### src/ddbl_defines.svh
`ifndef DDBL_DEFINES_SVH
`define DDBL_DEFINES_SVH

`define DDBL_CLK_PERIOD_NS     10
`define DDBL_LATCH_MAX_RATE_HZ 10000000
`define DDBL_WR_GAP_NS         20
// half period of the fastest legal strobe rate, in sys clocks, rounded up
`define DDBL_HALF_PERIOD_CYC   ((1000000000 / (2 * `DDBL_LATCH_MAX_RATE_HZ) + \
                                `DDBL_CLK_PERIOD_NS - 1) / `DDBL_CLK_PERIOD_NS)
// least gap between strobes, rounded up; may be below the half period, the host uses the larger of the two
`define DDBL_GAP_CYC           ((`DDBL_WR_GAP_NS + `DDBL_CLK_PERIOD_NS - 1) / `DDBL_CLK_PERIOD_NS)
`define DDBL_WORD_BITS         16
`define DDBL_BYTE_BITS         8
`define DDBL_FIFO_DEPTH        8
`define DDBL_CNT_BITS          4
`define DDBL_CLR_HOLD_CYC      5

`endif

### src/ddbl_pkg.sv
package ddbl_pkg;
    typedef enum logic [1:0] {
        DDBL_MODE_PARALLEL,
        DDBL_MODE_SERIAL,
        DDBL_MODE_CLEAR
    } ddbl_mode_type;

    typedef enum logic [3:0] {
        DDBL_IDLE,
        DDBL_SETUP,
        DDBL_STROBE,
        DDBL_GAP,
        DDBL_NEXT
    } ddbl_state_type;
endpackage

### src/ddbl_fifo.sv
`timescale 1ns/1ns
module ddbl_fifo #(
    parameter int WIDTH = 18,
    parameter int DEPTH = 8
) (
    input  wire logic             clk_sys_in,
    input  wire logic             rst_n_in,
    input  wire logic [WIDTH-1:0] in_data_in,
    input  wire logic             in_valid_in,
    output logic                  in_ready_out,
    output logic [WIDTH-1:0]      out_data_out,
    output logic                  out_valid_out,
    input  wire logic             out_ready_in
);
    localparam int AW = $clog2(DEPTH);
    logic [WIDTH-1:0] mem [DEPTH];
    logic [AW:0]      wr_ptr;
    logic [AW:0]      rd_ptr;
    logic [AW:0]      next_wr_ptr;
    logic [AW:0]      next_rd_ptr;
    logic             push;
    logic             pop;

    // full when pointers differ only in the wrap bit
    assign in_ready_out  = !((wr_ptr[AW] != rd_ptr[AW]) && (wr_ptr[AW-1:0] == rd_ptr[AW-1:0]));
    assign out_valid_out = (wr_ptr != rd_ptr);
    assign out_data_out  = mem[rd_ptr[AW-1:0]];
    assign push          = in_valid_in && in_ready_out;
    assign pop           = out_valid_out && out_ready_in;

    always_comb begin
        next_wr_ptr = push ? wr_ptr + 1'b1 : wr_ptr;
        next_rd_ptr = pop ? rd_ptr + 1'b1 : rd_ptr;
    end

    always_ff @(posedge clk_sys_in or negedge rst_n_in) begin
        if (!rst_n_in) begin
            wr_ptr <= '0;
            rd_ptr <= '0;
        end else begin
            wr_ptr <= next_wr_ptr;
            rd_ptr <= next_rd_ptr;
        end
    end

    always_ff @(posedge clk_sys_in) begin
        if (push) begin
            mem[wr_ptr[AW-1:0]] <= in_data_in;
        end
    end
endmodule

### src/ddbl_host.sv
`timescale 1ns/1ns
`include "ddbl_defines.svh"
module ddbl_host
    import ddbl_pkg::*;
(
    input  wire logic                        clk_sys_in,
    input  wire logic                        rst_n_in,
    input  wire logic [`DDBL_WORD_BITS-1:0]  cmd_word_in,
    input  wire logic                        cmd_chan_in,
    input  wire ddbl_pkg::ddbl_mode_type     cmd_mode_in,
    input  wire logic                        cmd_valid_in,
    output logic                             cmd_ready_out,
    output logic                             busy_out,
    output logic [`DDBL_BYTE_BITS-1:0]       data_bus_out,
    output logic                             serial_data_out,
    output logic                             wr_a_n_out,
    output logic                             cs_a_n_out,
    output logic                             wr_b_n_out,
    output logic                             cs_b_n_out,
    output logic                             low_byte_load_n_out,
    output logic                             high_byte_load_n_out,
    output logic                             dac_latch_load_n_out,
    output logic                             zero_all_latches_n_out
);
    import ddbl_pkg::*;

    localparam int CW = `DDBL_CNT_BITS;
    localparam logic [CW-1:0] HALF_CYC = CW'(`DDBL_HALF_PERIOD_CYC);
    localparam logic [CW-1:0] GAP_CYC  = CW'((`DDBL_GAP_CYC > `DDBL_HALF_PERIOD_CYC) ?
                                             `DDBL_GAP_CYC : `DDBL_HALF_PERIOD_CYC);
    localparam logic [CW-1:0] CLR_CYC  = CW'(`DDBL_CLR_HOLD_CYC);
    localparam logic [4:0]    SER_LAST = 5'(`DDBL_WORD_BITS);

    // fifo entry: mode, channel, word
    localparam int FW = `DDBL_WORD_BITS + 3;
    logic [FW-1:0] fifo_data;
    logic          fifo_valid;
    logic          fifo_pop;

    ddbl_fifo #(
        .WIDTH (FW),
        .DEPTH (`DDBL_FIFO_DEPTH)
    ) u_fifo (
        .clk_sys_in    (clk_sys_in),
        .rst_n_in      (rst_n_in),
        .in_data_in    ({cmd_mode_in, cmd_chan_in, cmd_word_in}),
        .in_valid_in   (cmd_valid_in),
        .in_ready_out  (cmd_ready_out),
        .out_data_out  (fifo_data),
        .out_valid_out (fifo_valid),
        .out_ready_in  (fifo_pop)
    );

    ddbl_state_type                state;
    ddbl_state_type                next_state;
    logic [CW-1:0]                 cnt;
    logic [CW-1:0]                 next_cnt;
    logic [1:0]                    step;          // parallel: 0 high, 1 low, 2 dac
    logic [1:0]                    next_step;
    logic [4:0]                    bit_idx;       // serial bits sent
    logic [4:0]                    next_bit_idx;
    logic [`DDBL_WORD_BITS-1:0]    word;          // raw two's complement code
    logic [`DDBL_WORD_BITS-1:0]    next_word;
    logic                          chan;
    logic                          next_chan;
    ddbl_mode_type                 mode;
    ddbl_mode_type                 next_mode;
    logic [`DDBL_BYTE_BITS-1:0]    bus;
    logic [`DDBL_BYTE_BITS-1:0]    next_bus;
    logic                          sdat;
    logic                          next_sdat;
    logic                          strobe;
    logic                          next_strobe;
    logic                          lo_n;
    logic                          next_lo_n;
    logic                          hi_n;
    logic                          next_hi_n;
    logic                          dac_n;
    logic                          next_dac_n;
    logic                          clr_n;
    logic                          next_clr_n;

    assign fifo_pop = (state == DDBL_IDLE) && fifo_valid;
    assign busy_out = (state != DDBL_IDLE) || fifo_valid;

    always_comb begin
        next_state   = state;
        next_cnt     = (cnt != '0) ? cnt - 1'b1 : cnt;
        next_step    = step;
        next_bit_idx = bit_idx;
        next_word    = word;
        next_chan    = chan;
        next_mode    = mode;
        next_bus     = bus;
        next_sdat    = sdat;
        next_strobe  = strobe;
        next_lo_n    = lo_n;
        next_hi_n    = hi_n;
        next_dac_n   = dac_n;
        next_clr_n   = clr_n;
        case (state)
            DDBL_IDLE: begin
                next_lo_n  = 1'b1;
                next_hi_n  = 1'b1;
                next_dac_n = 1'b1;
                next_clr_n = 1'b1;
                if (fifo_valid) begin
                    next_word    = fifo_data[`DDBL_WORD_BITS-1:0];
                    next_chan    = fifo_data[`DDBL_WORD_BITS];
                    next_mode    = ddbl_mode_type'(fifo_data[FW-1:FW-2]);
                    next_step    = 2'd0;
                    next_bit_idx = 5'd0;
                    next_cnt     = HALF_CYC;
                    next_state   = DDBL_SETUP;
                    // an undefined code is popped and dropped rather than run as a load
                    if (!(next_mode inside {DDBL_MODE_PARALLEL, DDBL_MODE_SERIAL,
                                            DDBL_MODE_CLEAR})) begin
                        next_state = DDBL_IDLE;
                    end
                end
            end
            DDBL_SETUP: begin
                // lines and data settle a half period before write falls
                case (mode)
                    DDBL_MODE_CLEAR: begin
                        next_clr_n = 1'b0;
                        next_cnt   = CLR_CYC;
                        next_state = DDBL_GAP;
                    end
                    DDBL_MODE_SERIAL: begin
                        next_lo_n  = 1'b0;
                        next_hi_n  = 1'b0;
                        next_dac_n = (bit_idx == SER_LAST) ? 1'b0 : 1'b1;
                        next_sdat  = word[`DDBL_WORD_BITS-1];
                    end
                    default: begin
                        next_lo_n  = (step == 2'd1) ? 1'b0 : 1'b1;
                        next_hi_n  = (step == 2'd0) ? 1'b0 : 1'b1;
                        next_dac_n = (step == 2'd2) ? 1'b0 : 1'b1;
                        next_bus   = (step == 2'd0) ? word[15:8] : word[7:0];
                    end
                endcase
                if (mode != DDBL_MODE_CLEAR && cnt == '0) begin
                    next_strobe = 1'b1;
                    next_cnt    = HALF_CYC;
                    next_state  = DDBL_STROBE;
                end
            end
            DDBL_STROBE: begin
                if (cnt == '0) begin
                    next_strobe = 1'b0;
                    next_cnt    = GAP_CYC;
                    next_state  = DDBL_GAP;
                end
            end
            DDBL_GAP: begin
                if (cnt == '0) begin
                    next_state = DDBL_NEXT;
                end
            end
            DDBL_NEXT: begin
                next_cnt   = HALF_CYC;
                next_state = DDBL_SETUP;
                if (mode == DDBL_MODE_CLEAR) begin
                    next_clr_n = 1'b1;
                    next_state = DDBL_IDLE;
                end else if (mode == DDBL_MODE_SERIAL) begin
                    if (bit_idx == SER_LAST) begin
                        next_state = DDBL_IDLE;
                    end else begin
                        next_word    = {word[`DDBL_WORD_BITS-2:0], 1'b0};
                        next_bit_idx = bit_idx + 5'd1;
                    end
                end else if (step == 2'd2) begin
                    next_state = DDBL_IDLE;
                end else begin
                    next_step = step + 2'd1;
                end
            end
            default: begin
                next_state = DDBL_IDLE;
            end
        endcase
    end

    always_ff @(posedge clk_sys_in or negedge rst_n_in) begin
        if (!rst_n_in) begin
            state   <= DDBL_IDLE;
            cnt     <= '0;
            step    <= 2'd0;
            bit_idx <= 5'd0;
            word    <= '0;
            chan    <= 1'b0;
            mode    <= DDBL_MODE_PARALLEL;
            bus     <= '0;
            sdat    <= 1'b0;
            strobe  <= 1'b0;
            lo_n    <= 1'b1;
            hi_n    <= 1'b1;
            dac_n   <= 1'b1;
            clr_n   <= 1'b1;
        end else begin
            state   <= next_state;
            cnt     <= next_cnt;
            step    <= next_step;
            bit_idx <= next_bit_idx;
            word    <= next_word;
            chan    <= next_chan;
            mode    <= next_mode;
            bus     <= next_bus;
            sdat    <= next_sdat;
            strobe  <= next_strobe;
            lo_n    <= next_lo_n;
            hi_n    <= next_hi_n;
            dac_n   <= next_dac_n;
            clr_n   <= next_clr_n;
        end
    end

    // pins leave from flip-flops fed by next values: same cycle timing as a decode,
    // but no decode glitch can ever reach the device's write pin, its shift clock
    logic       next_active;
    logic [1:0] pin_sel_n;
    logic [1:0] next_pin_sel_n;
    logic [1:0] pin_wr_n;
    logic [1:0] next_pin_wr_n;

    assign next_active = (next_state != DDBL_IDLE) && (next_mode != DDBL_MODE_CLEAR);

    // select stays low across the whole burst; write pulses only on strobe
    for (genvar c = 0; c < 2; c++) begin : g_chan
        always_comb begin
            next_pin_sel_n[c] = !(next_active && (next_chan == 1'(c)));
            next_pin_wr_n[c]  = !(next_strobe && (next_chan == 1'(c)));
        end

        always_ff @(posedge clk_sys_in or negedge rst_n_in) begin
            if (!rst_n_in) begin
                pin_sel_n[c] <= 1'b1;
                pin_wr_n[c]  <= 1'b1;
            end else begin
                pin_sel_n[c] <= next_pin_sel_n[c];
                pin_wr_n[c]  <= next_pin_wr_n[c];
            end
        end
    end

    assign cs_a_n_out             = pin_sel_n[0];
    assign cs_b_n_out             = pin_sel_n[1];
    assign wr_a_n_out             = pin_wr_n[0];
    assign wr_b_n_out             = pin_wr_n[1];
    assign data_bus_out           = bus;
    assign serial_data_out        = sdat;
    assign low_byte_load_n_out    = lo_n;
    assign high_byte_load_n_out   = hi_n;
    assign dac_latch_load_n_out   = dac_n;
    assign zero_all_latches_n_out = clr_n;
endmodule

### config.mk
export PLATFORM = sky130hd
export DESIGN_NAME = ddbl_host
export DESIGN_NICKNAME = d
export VERILOG_FILES = /design/src/ddbl_pkg.sv /design/src/ddbl_fifo.sv /design/src/ddbl_host.sv
export VERILOG_INCLUDE_DIRS = /design/src /design/src/src
export SDC_FILE = /design/constraint.sdc
export NUM_CORES = 1
export LEC_CHECK = 0
export CAP_MARGIN = 20
export CORE_MARGIN = 2
export CORE_UTILIZATION = 35
export DETAILED_ROUTE_END_ITERATION = 8
export DONT_BUFFER_PORTS = 1
export GPL_TIMING_DRIVEN = 0
export PLACE_DENSITY_LB_ADDON = 0.12
export SLEW_MARGIN = 10
export SYNTH_ARGS = -nofsm -noshare
export SYNTH_HDL_FRONTEND = slang
export SYNTH_SLANG_ARGS = --single-unit
### constraint.sdc
create_clock -name clk_sys_in -period 4.1 [get_ports clk_sys_in]
set_clock_uncertainty 0.2 [all_clocks]
set_input_delay 0.82 -clock clk_sys_in [delete_from_list [all_inputs] [get_ports clk_sys_in]]
set_output_delay 0.82 -clock clk_sys_in [all_outputs]
set_load 0.01 [all_outputs]
==> results.md <==
* Status: finished, final reports clean
* Critical Path Start: u_fifo.wr_ptr[2]
* Yosys reg bits at between 200 and 250
* CP Launch Type: register
* Setup Crit Path Kind: reg2reg
* Share of layout cells above drive strength 1 at 0.212
* Synthesized Nets at 589
* Vias in the first global route at 5019
* First-pass GRT wire length at just under 30000 um
* Library cells used by synthesis at 58
* Synthesized area per cell at 15.9 um2
* Final Hold Fails at 0
* DR pass1 iterations at 4
* Drt wl/cell at a little under 20 um
* Area share of the largest cell type after synthesis at 0.518
* Core box area at 25000 um2
* I/O pins at 41
* Largest net degree at the start of global routing at 61
* Worst-Margin Slew at 823 ps
* Rel. slew slack at 0.450
* Lkg Pwr at 0.00366 uW
* Fin area at 10200 um2
* Fin crit period at 3100 ps
* Antenna violations before repair at 0
* Drt total wl at 18700 um
* CTS sink count at ~210
* Initial core utilization at 0.353
* Fmax at between 300 and 400 MHz
* End of the critical path: u_fifo.mem[1][3]
* Post-synthesis cell count at 556
* Register area share after synthesis at 0.689
* Die width at 163 um
* R2r endpoint: u_fifo.mem[1][3]
* R2R cell count at 7
* TritonCTS buffer count at 24
* Later-pin clock latency in the skew report at between 500 and 600 ps
* Clk buf depth at 3
* Worst reg-to-reg setup slack at 1000 ps
* GRT overflow at 0
* EDFF count, synth at around 150
* Htree depth at 1
* HP Class: in2reg
* Reg-to-reg startpoint: u_fifo.wr_ptr[2]
* Clock root cell: clkbuf_16
* Post-placement cell area at 9430 um2
* Most common cell after layout, fill and taps aside: edfxtp_1
* Antenna violation net count after detailed routing at 0
* Antenna diodes at 0
* Post-DR vias/cell at 5.07
* Warnings from Yosys at 0
* DP HPWL at 13100 um
* CP endpoint kind: register
* RSZ-0062 raised after global routing: false
* Final setup vio count at 0
* Post-layout nets at between 600 and 700
* Most frequent cells in the layout: 152 x edfxtp_1, 52 x dfrtp_1, 50 x nand2_1
* Die area at 26500 um2
* Via count at 4789
* Die Height at about 160 um
* Max cap viols at 0
* Layout Utilization at 0.407
* TritonCTS clock tree: built
* Total track usage at 0.146
* CP max FO at 9
* Final GP Congestion at 0.764
* Mapped cell area at 8820 um2
* CTS clock-pin slew for the worst setup and hold paths at 60 ps
* Port bufs at 0
* DR DRC count at 0
* Min-Delay Path Depth at 0
* Area contributors post-synth: edfxtp_1 52%, dfrtp_1 15%, mux4_2 9.7%
* Fraction of registers with async set/reset at 0.283
* Layout Area Growth over Synthesis at 15.2%
* WP data required at about 4100 ps
* FILL cells at 2294
* Yosys top cell by area: edfxtp_1
* Power density cells at 714 nW/um2
* Final Slew Violations at 0
* Worst Path Arrival at 3120 ps
* Initial drt markers at just under 300
* Cell row count at 58
* Postcts setup bufs at 0
* Max VDD drop at 0.357 mV
* Final period util at 0.757
* Synth Flop Type: edfxtp_1
cells by family after synthesis:
group | share of synthesized area
AND/OR/NAND/NOR | 0.0695
flip-flops | 0.689
AO/OA/AOI/OAI | 0.0543
adder cells (fa/ha/maj) | 0.0167
multiplexers | 0.135
other | 0.000425
XOR/XNOR | 0.0108
buffers and inverters | 0.0240
cell usage after synthesis, types with 2 or more instances:
| cell type | instances |
|---|---|
| o31ai_1 | 2 |
| mux2i_1 | 29 |
| xor2_1 | 2 |
| inv_1 | 12 |
| buf_1 | 6 |
| o22ai_1 | 2 |
| o21ai_0 | 24 |
| mux4_2 | 38 |
| nor2b_1 | 4 |
| nand2b_1 | 4 |
| nor4_1 | 3 |
| ha_1 | 11 |
| nor3_1 | 4 |
| nor2_1 | 22 |
| o21ai_1 | 23 |
| nor4b_1 | 2 |
| buf_6 | 2 |
| nand4_1 | 4 |
| edfxtp_1 | 152 |
| a21oi_1 | 22 |
| or3_1 | 3 |
| nand3_1 | 5 |
| dfstp_2 | 8 |
| xnor2_1 | 7 |
| o211ai_1 | 2 |
| clkbuf_1 | 12 |
| buf_2 | 13 |
| nand2_1 | 50 |
| nor3b_1 | 4 |
| mux2_2 | 4 |
| dfrtp_1 | 52 |
| a22oi_1 | 2 |
worst min path at each step:
stage                             end            start  slack (ps)
floorplan                  cs_b_n_out             chan         190
detailed placement         cs_b_n_out             chan         240
finish              u_fifo.mem[4][15]  cmd_word_in[15]         210
global route         u_fifo.mem[6][1]   cmd_word_in[1]         180
CTS                  u_fifo.mem[7][9]   cmd_word_in[9]         180
global placement           cs_b_n_out             chan         220
per-layer routing:
metal | vias to the layer above | routed length, um | part of all wire | track usage
li1 | 2216 | - | - | -
met2 | 86 | 9370 | 0.50 | 0.249
met4 | 0 | 323 | 0.017 | 0.0286
met1 | 2461 | 8280 | 0.44 | 0.194
met5 | - | 0 | 0 | 0
met3 | 26 | 771 | 0.041 | 0.0303
per-stage QoR:
stage               worst slack [ps]  hold slack (ps)  TNS [ps]  power (uW)  cells
floorplan                        262              193         0        4670    556
global placement               -2210              224   -170650        5290    886
detailed placement               928              238         0        5420    905
CTS                              920              178         0        7360    944
global route                     782              176         0        7690    944
finish                           997              205         0        7250    944
sequential cells by signal, summed over array words and instances (netlist names), 4 cells and up:
name	cells
state	4
cnt	4
u_fifo.rd_ptr	4
u_fifo.wr_ptr	4
u_fifo.mem	152
data_bus_out	8
bit_idx	5
word	16
timing repair:
action	4_1_cts	5_1_grt
hold endpoints to repair	60	0
hold buffers	2	0
resized for setup	0	0
layout make-up:
class	instances	area [um2]	area share
timing repair buffer	21	193	0.0190
sequential	212	6080	0.598
tap	330	413	0.0407
clock buffer	32	652	0.0642
clock inverter	5	35.0	0.00345
multi-input combinational	297	2580	0.254
buffer	34	163	0.0160
inverter	13	48.8	0.00480
power by group:
| group | switching, uW | internal, uW | leakage (uW) |
|---|---|---|---|
| registers | 261 | 2810 | 0.00210 |
| logic | 1320 | 955 | 0.00122 |
| clock network | 791 | 1100 | 0.000337 |
| total | 2380 | 4870 | 0.00366 |
worst max-delay path, stage by stage (launching register included):
cell,delay (ps)
dfrtp_1,320
clkbuf_1,430
xnor2_2,130
nand4_1,250
nand2_1,250
nor4b_2,700
buf_2,340
buf_4,190
Power figures use the tool's default switching activity.
